<file path="config.mk">
export PLATFORM = sky130hd
export DESIGN_NAME = vsyn_engine
export DESIGN_NICKNAME = d
export VERILOG_FILES = /design/src/shared/vsyn_pkg.sv /design/src/design/vsyn_engine.sv
export VERILOG_INCLUDE_DIRS = /design/src /design/src/shared
export SDC_FILE = /design/constraint.sdc
export NUM_CORES = 2
export LEC_CHECK = 0
export BUFFER_PORTS_ARGS = -buffer_cell sky130_fd_sc_hd__buf_2
export CELL_PAD_IN_SITES_DETAIL_PLACEMENT = 0
export CELL_PAD_IN_SITES_GLOBAL_PLACEMENT = 2
export CORE_ASPECT_RATIO = 0.5
export CORE_MARGIN = 5
export CORE_UTILIZATION = 37
export CTS_BUF_LIST = sky130_fd_sc_hd__clkbuf_4 sky130_fd_sc_hd__clkbuf_8 sky130_fd_sc_hd__clkbuf_16
export DETAILED_ROUTE_END_ITERATION = 6
export GPL_TIMING_DRIVEN = 0
export PLACE_DENSITY_LB_ADDON = 0.1
export SYNTH_ARGS = -nofsm -noshare
export SYNTH_HDL_FRONTEND = slang
export SYNTH_SLANG_ARGS = --single-unit
</file>
<file path="constraint.sdc">
create_clock -name pclk -period 10.4 [get_ports pclk]
set_input_delay 0.52 -clock pclk [delete_from_list [all_inputs] [get_ports pclk]]
set_output_delay 0.52 -clock pclk [all_outputs]
set_load 0.01 [all_outputs]
</file>
<file path="src/shared/vsyn_defines.svh">
/*
 * Constants of the voice synthesizer engine: register offsets, field
 * positions, reset values, rates and timing counts.
 * Assumes it is included once per compilation unit by its bare name.
 */
`ifndef VSYN_DEFINES_SVH
`define VSYN_DEFINES_SVH

// timing: system clock and sample rate in their own units
`define VSYN_SYS_CLK_HZ 48000000
`define VSYN_TICK_HZ 15000
`define VSYN_TICK_DIV (`VSYN_SYS_CLK_HZ / `VSYN_TICK_HZ)

// voice and key counts
`define VSYN_NUM_VOICES 10
`define VSYN_NUM_KEYS 37
`define VSYN_SLOT_FREE 8'hFF

// envelope phase is 8.12 fixed point; waveform phase is 8.8
`define VSYN_ENV_SUSTAIN 20'h00038
`define VSYN_ENV_RELEASE 20'h01000

// apb register byte offsets
`define VSYN_ADDR_KEY_EVT 12'h000
`define VSYN_ADDR_VOICE_BUSY 12'h004
`define VSYN_ADDR_MIX 12'h008
`define VSYN_ADDR_STATUS 12'h00C

// key event register fields
`define VSYN_EVT_PRESS_KEY_LSB 0
`define VSYN_EVT_PRESS_EN_BIT 6
`define VSYN_EVT_REL_KEY_LSB 8
`define VSYN_EVT_REL_EN_BIT 14

// status register fields
`define VSYN_STAT_PEND_BIT 0
`define VSYN_STAT_DROP_BIT 1

`endif

</file>
<file path="src/shared/vsyn_pkg.sv">
/*
 * Types of the voice synthesizer engine: voice record, key event,
 * lookup table shape and sequencer states.
 * Assumes vsyn_defines.svh supplies the numeric constants.
 */
package vsyn_pkg;

    // one voice slot
    typedef struct packed {
        logic [7:0] state;
        logic [15:0] wphase;
        logic [15:0] wstep;
        logic [19:0] ephase;
        logic release_rate;
    } vsyn_voice_type;

    // one scan result as written by software
    typedef struct packed {
        logic rel_en;
        logic [5:0] rel_key;
        logic press_en;
        logic [5:0] press_key;
    } vsyn_key_evt_type;

    typedef logic [255:0][7:0] vsyn_rom_type;

    typedef enum logic [0:0] {
        VSYN_IDLE = 1'b0,
        VSYN_UPDATE = 1'b1
    } vsyn_seq_type;

endpackage

</file>
<file path="src/design/vsyn_engine.sv">
/*
 * Ten-voice wavetable synthesizer engine with an APB register port.
 * Software writes scan results (one released key, one pressed key);
 * every sample tick the engine steps each voice and mixes the
 * envelope-times-waveform products into one word for an 8-bit DAC.
 * Assumes a single clock pclk and that the APB master keeps the
 * request stable until pready.
 */
// Implementation choices: the register offsets and register access over APB.
`timescale 1ns/1ps
`include "vsyn_defines.svh"

// Overview of operation
// - new mixed sample every 15 kHz tick
// - tick from system clock divided by 3200
// - exactly ten independent voice slots
// - output sums envelope times waveform per voice
// - 256-entry envelope and waveform lookup tables
// - one entry per tick gives 58.5934 Hz
// - 37-entry note step table by key
// - note steps carry 16-bit fixed point
// - sustain rate spans envelope in 1.25 s
// - faster release rate after key let go
// - slot holds key number or 255 free
// - active voice steps envelope phase each tick
// - unfinished voice steps waveform phase each tick
// - envelope rate is sustain or release only
// - accumulator cleared, then sums all products
// - released key switches matching slots to release
// - pressed key loads a free slot
// - press without free slot only sets the drop flag
module vsyn_engine #(
    parameter int unsigned TICK_DIV = `VSYN_TICK_DIV
)(
    // clock and reset
    input wire logic pclk,
    input wire logic presetn,
    // apb slave
    input wire logic psel,
    input wire logic penable,
    input wire logic pwrite,
    input wire logic [11:0] paddr,
    input wire logic [31:0] pwdata,
    output logic [31:0] prdata,
    output logic pready,
    output logic pslverr,
    // dac side
    output logic [7:0] mix_output,
    output logic sample_strobe
);
    import vsyn_pkg::*;

    // attack over 16 entries then a linear decay from 255 down to 2
    function automatic vsyn_rom_type build_env();
        vsyn_rom_type r;
        for (int i = 0; i < 256; i++)
        begin
            if (i < 16)
                r[i] = 8'(i * 16);
            else
                r[i] = 8'(255 - ((i - 16) * 255) / 240);
        end
        return r;
    endfunction

    // fundamental triangle with some second harmonic, centred on 128
    function automatic vsyn_rom_type build_wave();
        vsyn_rom_type r;
        int t1;
        int t2;
        for (int i = 0; i < 256; i++)
        begin
            t1 = (i < 128) ? 2 * i : 511 - 2 * i;
            t2 = ((i % 128) < 64) ? 4 * (i % 128) : 511 - 4 * (i % 128);
            r[i] = 8'((3 * t1 + t2) / 4);
        end
        return r;
    endfunction

    // step = freq / 58.5934 in 8.8 fixed point, keys from 131 Hz up
    function automatic logic [15:0] note_step_table(input logic [5:0] k);
        case (k)
            6'h00: note_step_table = 16'h023C;
            6'h01: note_step_table = 16'h025E;
            6'h02: note_step_table = 16'h0282;
            6'h03: note_step_table = 16'h02A8;
            6'h04: note_step_table = 16'h02D0;
            6'h05: note_step_table = 16'h02FB;
            6'h06: note_step_table = 16'h0328;
            6'h07: note_step_table = 16'h0358;
            6'h08: note_step_table = 16'h038B;
            6'h09: note_step_table = 16'h03C1;
            6'h0A: note_step_table = 16'h03FA;
            6'h0B: note_step_table = 16'h0437;
            6'h0C: note_step_table = 16'h0477;
            6'h0D: note_step_table = 16'h04BB;
            6'h0E: note_step_table = 16'h0503;
            6'h0F: note_step_table = 16'h054F;
            6'h10: note_step_table = 16'h05A0;
            6'h11: note_step_table = 16'h05F6;
            6'h12: note_step_table = 16'h0651;
            6'h13: note_step_table = 16'h06B1;
            6'h14: note_step_table = 16'h0716;
            6'h15: note_step_table = 16'h0782;
            6'h16: note_step_table = 16'h07F5;
            6'h17: note_step_table = 16'h086E;
            6'h18: note_step_table = 16'h08EE;
            6'h19: note_step_table = 16'h0976;
            6'h1A: note_step_table = 16'h0A06;
            6'h1B: note_step_table = 16'h0A9F;
            6'h1C: note_step_table = 16'h0B40;
            6'h1D: note_step_table = 16'h0BEC;
            6'h1E: note_step_table = 16'h0CA1;
            6'h1F: note_step_table = 16'h0D61;
            6'h20: note_step_table = 16'h0E2D;
            6'h21: note_step_table = 16'h0F05;
            6'h22: note_step_table = 16'h0FE9;
            6'h23: note_step_table = 16'h10DB;
            6'h24: note_step_table = 16'h11DC;
            default: note_step_table = 16'h0000;
        endcase
    endfunction

    localparam vsyn_rom_type ENV_ROM = build_env();
    localparam vsyn_rom_type WAVE_ROM = build_wave();

    vsyn_voice_type voices [`VSYN_NUM_VOICES];
    vsyn_seq_type seq;
    vsyn_key_evt_type evt;
    logic [15:0] tick_cnt;
    logic tick;
    logic [3:0] vidx;
    logic [19:0] acc;
    logic [19:0] last_mix;
    logic rel_pend;
    logic press_pend;
    logic drop_flag;

    // lowest free slot, 15 when every slot is busy
    function automatic logic [3:0] free_voice_index();
        free_voice_index = 4'hF;
        for (int i = `VSYN_NUM_VOICES - 1; i >= 0; i--)
        begin
            if (voices[i].state == `VSYN_SLOT_FREE)
                free_voice_index = 4'(i);
        end
    endfunction

    // one bit per slot, set while the slot holds a key
    function automatic logic [9:0] busy_map();
        for (int i = 0; i < `VSYN_NUM_VOICES; i++)
            busy_map[i] = (voices[i].state != `VSYN_SLOT_FREE);
    endfunction

    // current voice datapath, one voice per clock
    vsyn_voice_type cur;
    logic [20:0] e_sum;
    logic e_carry;
    logic cur_free;
    logic [15:0] w_next;
    logic [7:0] env_val;
    logic [7:0] wave_val;
    logic [15:0] prod;
    logic [3:0] free_idx;
    logic upd;
    logic rel_go;
    logic press_go;

    always_comb
    begin
        cur = voices[vidx < 4'd10 ? vidx : 4'd0];
        cur_free = (cur.state == `VSYN_SLOT_FREE);
        e_sum = {1'b0, cur.ephase}
              + {1'b0, cur.release_rate ? `VSYN_ENV_RELEASE
                                        : `VSYN_ENV_SUSTAIN};
        e_carry = e_sum[20];
        w_next = cur.wphase + cur.wstep;
        if (cur_free || e_carry)
        begin
            env_val = 8'h00;
            wave_val = 8'h00;
        end
        else
        begin
            env_val = ENV_ROM[e_sum[19:12]];
            wave_val = WAVE_ROM[w_next[15:8]];
        end
        prod = env_val * wave_val;
        free_idx = free_voice_index();
    end

    // key events run only in idle cycles with no tick pending
    assign upd = (seq == VSYN_UPDATE);
    assign rel_go = (seq == VSYN_IDLE) && !tick && rel_pend;
    assign press_go = (seq == VSYN_IDLE) && !tick && !rel_pend
                    && press_pend;

    // sample tick divider; the divisor sets the overall pitch
    always_ff @(posedge pclk or negedge presetn)
    begin
        if (!presetn)
        begin
            tick_cnt <= 16'h0000;
            tick <= 1'b0;
        end
        else if (tick_cnt == 16'(TICK_DIV - 1))
        begin
            tick_cnt <= 16'h0000;
            tick <= 1'b1;
        end
        else
        begin
            tick_cnt <= tick_cnt + 16'h0001;
            tick <= 1'b0;
        end
    end

    // sequencer and multiply-accumulate over the ten slots
    always_ff @(posedge pclk or negedge presetn)
    begin
        if (!presetn)
        begin
            seq <= VSYN_IDLE;
            vidx <= 4'h0;
            acc <= 20'h00000;
            last_mix <= 20'h00000;
            mix_output <= 8'h00;
            sample_strobe <= 1'b0;
        end
        else
        begin
            sample_strobe <= 1'b0;
            case (seq)
                VSYN_IDLE:
                begin
                    if (tick)
                    begin
                        seq <= VSYN_UPDATE;
                        vidx <= 4'h0;
                        acc <= 20'h00000;
                    end
                end
                VSYN_UPDATE:
                begin
                    if (vidx == 4'd9)
                    begin
                        // top bits of the full sum feed the 8-bit dac
                        last_mix <= acc + {4'h0, prod};
                        mix_output <= 8'((acc + {4'h0, prod}) >> 12);
                        sample_strobe <= 1'b1;
                        seq <= VSYN_IDLE;
                    end
                    else
                    begin
                        acc <= acc + {4'h0, prod};
                        vidx <= vidx + 4'h1;
                    end
                end
                default:
                    seq <= VSYN_IDLE;
            endcase
        end
    end

    // voice slot state: stepping on update, assignment on key events
    always_ff @(posedge pclk or negedge presetn)
    begin
        if (!presetn)
        begin
            for (int i = 0; i < `VSYN_NUM_VOICES; i++)
            begin
                voices[i].state <= `VSYN_SLOT_FREE;
                voices[i].wphase <= 16'h0000;
                voices[i].wstep <= 16'h0000;
                voices[i].ephase <= 20'h00000;
                voices[i].release_rate <= 1'b0;
            end
        end
        else if (upd && !cur_free)
        begin
            if (e_carry)
                voices[vidx].state <= `VSYN_SLOT_FREE;
            else
            begin
                voices[vidx].ephase <= e_sum[19:0];
                voices[vidx].wphase <= w_next;
            end
        end
        else if (rel_go)
        begin
            // every slot holding the key fades, none is cut short
            for (int i = 0; i < `VSYN_NUM_VOICES; i++)
            begin
                if (voices[i].state == {2'b00, evt.rel_key})
                    voices[i].release_rate <= 1'b1;
            end
        end
        else if (press_go && free_idx != 4'hF)
        begin
            voices[free_idx].state <= {2'b00, evt.press_key};
            voices[free_idx].ephase <= 20'h00000;
            voices[free_idx].wphase <= 16'h0000;
            voices[free_idx].release_rate <= 1'b0;
            voices[free_idx].wstep <=
                note_step_table(evt.press_key);
        end
    end

    // apb slave: one wait state; a new scan result waits for the last
    logic acc_phase;
    logic evt_wr;
    logic stall;
    assign acc_phase = psel && penable && !pready;
    assign evt_wr = pwrite && (paddr == `VSYN_ADDR_KEY_EVT);
    assign stall = evt_wr && (rel_pend || press_pend);

    always_ff @(posedge pclk or negedge presetn)
    begin
        if (!presetn)
        begin
            pready <= 1'b0;
            pslverr <= 1'b0;
            prdata <= 32'h00000000;
        end
        else
        begin
            pready <= acc_phase && !stall;
            pslverr <= 1'b0;
            prdata <= 32'h00000000;
            if (acc_phase && !stall)
            begin
                case (paddr)
                    `VSYN_ADDR_KEY_EVT: prdata <= 32'h00000000;
                    `VSYN_ADDR_VOICE_BUSY: prdata <= {22'h000000, busy_map()};
                    `VSYN_ADDR_MIX: prdata <= {12'h000, last_mix};
                    `VSYN_ADDR_STATUS:
                        prdata <= {30'h00000000, drop_flag,
                                   rel_pend || press_pend};
                    default: pslverr <= 1'b1;
                endcase
            end
        end
    end

    // pending scan result; writes take effect at the pready edge
    logic evt_take;
    assign evt_take = psel && penable && pready && evt_wr;

    always_ff @(posedge pclk or negedge presetn)
    begin
        if (!presetn)
        begin
            evt <= '0;
            rel_pend <= 1'b0;
            press_pend <= 1'b0;
        end
        else if (evt_take)
        begin
            evt.press_key <= pwdata[`VSYN_EVT_PRESS_KEY_LSB +: 6];
            evt.press_en <= pwdata[`VSYN_EVT_PRESS_EN_BIT];
            evt.rel_key <= pwdata[`VSYN_EVT_REL_KEY_LSB +: 6];
            evt.rel_en <= pwdata[`VSYN_EVT_REL_EN_BIT];
            rel_pend <= pwdata[`VSYN_EVT_REL_EN_BIT];
            // out-of-range keys are never loaded into a slot
            press_pend <= pwdata[`VSYN_EVT_PRESS_EN_BIT]
                && (pwdata[`VSYN_EVT_PRESS_KEY_LSB +: 6] < 6'd37);
        end
        else
        begin
            if (rel_go)
                rel_pend <= 1'b0;
            if (press_go)
                press_pend <= 1'b0;
        end
    end

    // sticky drop flag: a new drop wins over a software clear
    always_ff @(posedge pclk or negedge presetn)
    begin
        if (!presetn)
            drop_flag <= 1'b0;
        else if (press_go && free_idx == 4'hF)
            drop_flag <= 1'b1;
        else if (psel && penable && pready && pwrite
                 && paddr == `VSYN_ADDR_STATUS
                 && pwdata[`VSYN_STAT_DROP_BIT])
            drop_flag <= 1'b0;
    end
endmodule

</file>
* After elaboration in Yosys (flattened, before gate mapping)
Memory sizes are Yosys's and may differ from the RTL's.
Index checks and enable logic that the tools add are counted.
** Word-level totals
- Register bits after elaboration :: 730
- Memory bits (read-only) :: 4928
- Output and inout bits :: 43
- Memories kept :: 3
** Memories
- (no name shown) :: depth 256, bits a word 8, read ports 1, clocked after memory_dff 0, wr ports 0, line vsyn_engine.sv:186 : wave_val = WAVE_ROM[w_next[15:8]];
- (no name shown) :: depth 256, bits a word 8, read ports 1, clocked after memory_dff 0, wr ports 0, line vsyn_engine.sv:185 : env_val = ENV_ROM[e_sum[19:12]];
- (no name shown) :: depth 64, bits a word 13, read ports 1, clocked after memory_dff 0, wr ports 0, line vsyn_engine.sv:82 : case (k)
** Operators by class
- Add/subtract/negate cells :: 5
- Multiply operators :: 1
- Magnitude comparators :: 9
- Equal/unequal tests :: 51
- Muxes and demuxes :: 102
- Bitwise logic cells :: 4
- Reduce and logical (&&, ||, !) cells :: 47
** Operators with widths (number)
- bitwise mux 610 bit :: 8
- demux 61 bit (select 4 bit) :: 8
- two-way mux 610 bit :: 3
- two-way mux 60 bit :: 10
- binary-select mux 61 bit (select 4 bit) :: 1
- two-way mux 61 bit :: 4
- two-way mux 53 bit :: 2
- == test 8 bit, second input constant :: 11
- == test 8 x 6 -> 1 bit :: 10
- inequality test 8 bit, second input constant :: 10
- two-way mux 16 bit :: 4
- two-way mux 20 bit :: 3
- case mux 20 bit (3 select lines) :: 1
- two-way mux 4 bit :: 11
- two-way mux 21 bit :: 2
- case mux 20 bit (2 select lines) :: 1
- two-way mux 37 bit :: 1
- two-way mux 1 bit :: 34
- two-way mux 8 bit :: 4
- inequality test 3 x 1 -> 1 bit, second input constant :: 10
- AND reduction 2 bit :: 13
- == test 12 x 4 -> 1 bit, second input constant :: 2
- adder 20 x 13 -> 21 bit :: 1
- adder 20 x 16 -> 20 bit :: 1
- other kinds (28) :: 64

* Longest topological paths before layout
- Depth after elaboration :: 24
- Gate-level depth with buffers :: 49
- Depth with buffers taken out :: 43

* Worst setup path after synthesis
Ideal clock, no wire load.
- Path type :: register -> register
- Start point :: register vidx[1]
- End point :: register mix_output[7]
- Data arrival time :: 11.105 ns
- Required time :: 10.318 ns
- Slack :: -0.787 ns
- Stages on the path, launching flop included :: 46
- Buffers on the path :: 8
- Clock period less this slack :: 11.187 ns
- Cell sequence :: dfrtp_1 > buf_2 > buf_2 > buf_1 > o21a_1 > nor2_1 > clkbuf_1 > buf_1 > mux4_2 > nand2_1 > a31oi_1 > ha_1 > fa_1 > a211oi_1 > o21a_1 > o21ai_0 > a31oi_1 > xnor2_1 > (+10 left out) > fa_1 > fa_1 > inv_1 > fa_1 > inv_1 > fa_1 > inv_1 > ha_1 > inv_1 > o21bai_1 > a21oi_1 > o21ai_0 > a211oi_1 > o21a_1 > o31ai_1 > a21oi_1 > or3_1 > a31oi_1
** Between the ends
- Longest elaborated chain between the ends :: 13
- Elaborated cells between the ends (all ways) :: 21
- Those cells by class :: 3 x add/sub; 1 x mul; 1 x order compare; 2 x eq/ne; 9 x mux; 1 x bitwise; 2 x reduce/logical; 2 x memory
** RTL lines
- start, declared :: line vsyn_engine.sv:132 : logic [3:0] vidx;
- start signal, assigned :: line vsyn_engine.sv:256 : vidx <= vidx + 4'h1;
- less-than comparator 4 bit :: line vsyn_engine.sv:171 : cur = voices[vidx < 4'd10 ? vidx : 4'd0];
- two-way mux 4 bit :: line vsyn_engine.sv:171
- NOT 4 -> 5 bit :: line vsyn_engine.sv:171
- binary-select mux 61 bit (select 4 bit) :: line vsyn_engine.sv:171
- two-way mux 61 bit (2 in series) :: line vsyn_engine.sv:171
- two-way mux 13 bit (no line)
- adder 20 x 13 -> 21 bit :: line vsyn_engine.sv:173 : e_sum = {1'b0, cur.ephase}
- memory (256 x 8 bit)
- two-way mux 8 bit (implied by the code) :: line vsyn_engine.sv:185
- two-way mux 8 bit :: line vsyn_engine.sv:178 : if (cur_free || e_carry)
- multiplier 8 x 8 -> 16 bit :: line vsyn_engine.sv:188 : prod = env_val * wave_val;
- adder 20 x 16 -> 20 bit :: line vsyn_engine.sv:249 : mix_output <= 8'((acc + {4'h0, prod}) >> 12);
- end signal, assigned :: line vsyn_engine.sv:249
- end, declared :: line vsyn_engine.sv:48 : output logic [7:0] mix_output,
Several ways; a longest one is shown, not always the timed one. The select of a mux whose other input is x is not followed.
A chain may end at the register's enable or synchronous reset.

* Worst setup path after layout
Ends and elaborated chain as after synthesis.

==> results.cfg <==
[timing]
worst_pin_slew_ns = 1.51
max_freq_ghz = 0.0961
finalWorstSetupSlack_ns = -0.00527
finalHoldViolations = 0
setup_violations = 1
final.min_clock_period_ns = 10.41
holdWs_ns = 0.0708
slew_violations = 2
maxSlewHeadroom = -0.0172
finClkSkew_ns = 0.0365
rsz0062_at_grt = yes
finalCritPeriodShare = 1.00

[yosys]
synthTopCellsByArea = dfrtp_1 (40%), nand2_1 (5.4%), dfstp_2 (5.2%)
synth_edf_count = 0
syn_inst = 3670
synthArstFlopShare = 1.00
synth_top_area_share = 0.401
synth_area_um2 = 35600
synth_cell_types = 110
yosysSeqAreaShare = 0.453
synth-seq-cells = 640
yosys_warnings = 0
synth_top_area_cell = dfrtp_1
synth_area_per_cell_um2 = 9.69
synth_ff_type = dfrtp_1

[clocking]
cts_tree = yes
htree_levels = 3
clk_pin_slew_ns = 0.08
cts_buffers = 66
clk_latency_ns = 0.66
cts-root-buf = clkbuf_16
ctsLongestPathBuffers = 3
numClockSinks = 640

[routing]
via_count = 30366
via_per_inst = 5.79
drc_errors = 0
drt_iter0_markers = 3024
ant_nets = 0
dr.pass1.iters = 6
drt_wl_total_mm = 141
routedWlPerCell_um = 26.8

[layout]
drive_above_1_share = 0.210
layout_common_cells = dfrtp_1 (569), nand2_1 (508), o21ai_0 (350)
area_growth_syn_to_layout_pct = 18.9
fillCellCount = 9255
final_common_cell = dfrtp_1
multi_input_area_um2 = 18600
diodes = 0
utilization = 0.443
final_nets = 4117
regArea_um2 = 16100

[worst_hold_path]
hold_path_class = in -> reg
hold_depth = 3

[pwr]
power_switching_uw = 1270
cellLeakagePower_uw = 0.0185
p_per_area_nw_per_um2 = 125
vdd_drop_max_mv = 0.107
power_frac_comb = 0.043
p_seq_frac = 0.471
p_sw_frac = 0.240
p_clk_frac = 0.485
internal-power_uw = 4010
finalPower_uw = 5280

[setup_path]
critPathMaxFanout = 8
cp-end-kind = register
path_class = reg -> reg
crit_slowest_cell = mux4_2
slowest_delay_ns = 0.56
startpoint_type = register
required_ns = 10.97
worstPathArrival_ns = 10.98
ff2ff_path_depth = 45

[run_status]
status = finished with violations
violations = capacitance limit, slew limit, setup timing

[place]
place_ws_ns = -4.43
portBuffers = 60
place_congestion = 0.899
dp_hpwl_mm = 100

[global_route]
grt_max_degree = 116
antenna_found_initial = 10
grt_pass1_vias = 29824
grt_pass1_wl_mm = 207
grt_remaining_overflow = 0
grt_usage = 0.270

[floorplanning]
fp.dieH_um = 229
num_io_pins = 92
dieArea_um2 = 103000
fp-row-count = 80
core_area_um2 = 95400
initial_utilization = 0.373
fp.dieW_um = 448

[job]
maxCapViolCount = 1
synth_stat cells, drive strengths merged (20+ instances only):
library cell / number
ha: 98
mux4: 73
a221oi: 25
fa: 52
xor2: 61
o21ai: 409
inv: 142
a211oi: 25
nand3: 80
nand2: 513
xnor2: 56
a21o: 23
a21oi: 255
and3: 35
clkbuf: 137
buf: 134
dfstp: 70
dfrtp: 570
nor4: 21
a31oi: 49
nor2: 291
mux2: 34
nand4: 26
a22o: 101
and2: 28
o211ai: 21
nor3: 40
mux2i: 45
o22ai: 20
final cells by class:
| type | count | share of cell area |
|---|---|---|
| Buffer | 263 | 0.0412 |
| Clock buffer | 90 | 0.0458 |
| Clock inverter | 30 | 0.00807 |
| Inverter | 144 | 0.0137 |
| Multi-Input combinational cell | 2629 | 0.440 |
| Sequential cell | 640 | 0.381 |
| Tap cell | 1271 | 0.0376 |
| Timing Repair Buffer | 174 | 0.0326 |
kinds of logic after synthesis:
kind of cell | Yosys count | synth area share
AO/OA/AOI/OAI | 1068 | 0.191
XOR/XNOR | 118 | 0.0297
AND/OR/NAND/NOR | 1125 | 0.141
buffers and inverters | 415 | 0.0522
flip-flops | 640 | 0.453
adder cells (fa/ha/maj) | 151 | 0.0640
other | 1 | 0.000105
multiplexers | 152 | 0.0696
critical path: cells and delay by family, from the launching register on:
family          cells  cell delay [ns]
fa+ha+maj           9             3.27
xor+xnor            1             0.23
compound gates     19             3.74
buf+inv            11             1.09
simple gates        4             1.02
flops               1             0.40
mux                 1             0.56
final timing paths:
path,start,to,slack [ns]
max in group asynchronous,presetn,vidx[0]$_DFFE_PN0P_,7.94
min in group asynchronous,presetn,voices[455]$_DFFE_PN0P_,0.30
min reg2reg,tick_cnt[0]$_DFF_PN0_,tick_cnt[0]$_DFF_PN0_,0.45
max reg2reg,vidx[1]$_DFFE_PN0P_,mix_output[7]$_DFFE_PN0P_,-0.005
max,vidx[1]$_DFFE_PN0P_,mix_output[7]$_DFFE_PN0P_,-0.005
min,pwdata[14],rel_pend$_DFFE_PN0P_,0.07
sequential cells by signal, indices dropped and copies added (netlist names):
| name | count |
|---|---|
| voices | 540 |
| acc | 20 |
| prdata | 20 |
| tick_cnt | 16 |
| evt | 12 |
| last_mix | 12 |
| mix_output | 8 |
| vidx | 4 |
| drop_flag | 1 |
| pready | 1 |
| press_pend | 1 |
| pslverr | 1 |
| rel_pend | 1 |
| sample_strobe | 1 |
| seq | 1 |
| tick | 1 |
power groups by stage:
stage / clock (uW) / sequential [uW] / combinational (uW)
finish: 2560 / 2490 / 230
detailed placement: 0 / 2540 / 204
floorplan: 0 / 2540 / 91.9
CTS: 2610 / 2490 / 217
global route: 2700 / 2490 / 259
global placement: 0 / 2540 / 195
what timing repair did:
action                                  in CTS  in global routing
buffers inserted                            38                 66
endpoints found under the hold margin       20                  0
resized for setup                          244                153
endpoints found under the setup margin      36                 21
pin swaps                                   38                 82
gates cloned                                 0                  1
hold buffers                                 1                  0
through the flow:
stage / setup TNS [ns] / instance area [um2] / std cells
detailed placement: -115.97 / 37800 / 5023
CTS: 0 / 41200 / 5177
global placement: -3062.76 / 37500 / 5014
global route: -0.881 / 42300 / 5241
finish: -0.00527 / 42300 / 5241
floorplan: 0 / 35600 / 3683
metal layers:
| layer | GRT usage | vias to the layer above | share of wire |
|---|---|---|---|
| met5 | 0 | - | 0.00019 |
| met1 | 0.407 | 15622 | 0.47 |
| met4 | 0.0648 | 4 | 0.023 |
| li1 | - | 13474 | - |
| met3 | 0.0612 | 192 | 0.080 |
| met2 | 0.392 | 1074 | 0.43 |
No activity file was read; power rests on OpenSTA's default activity.
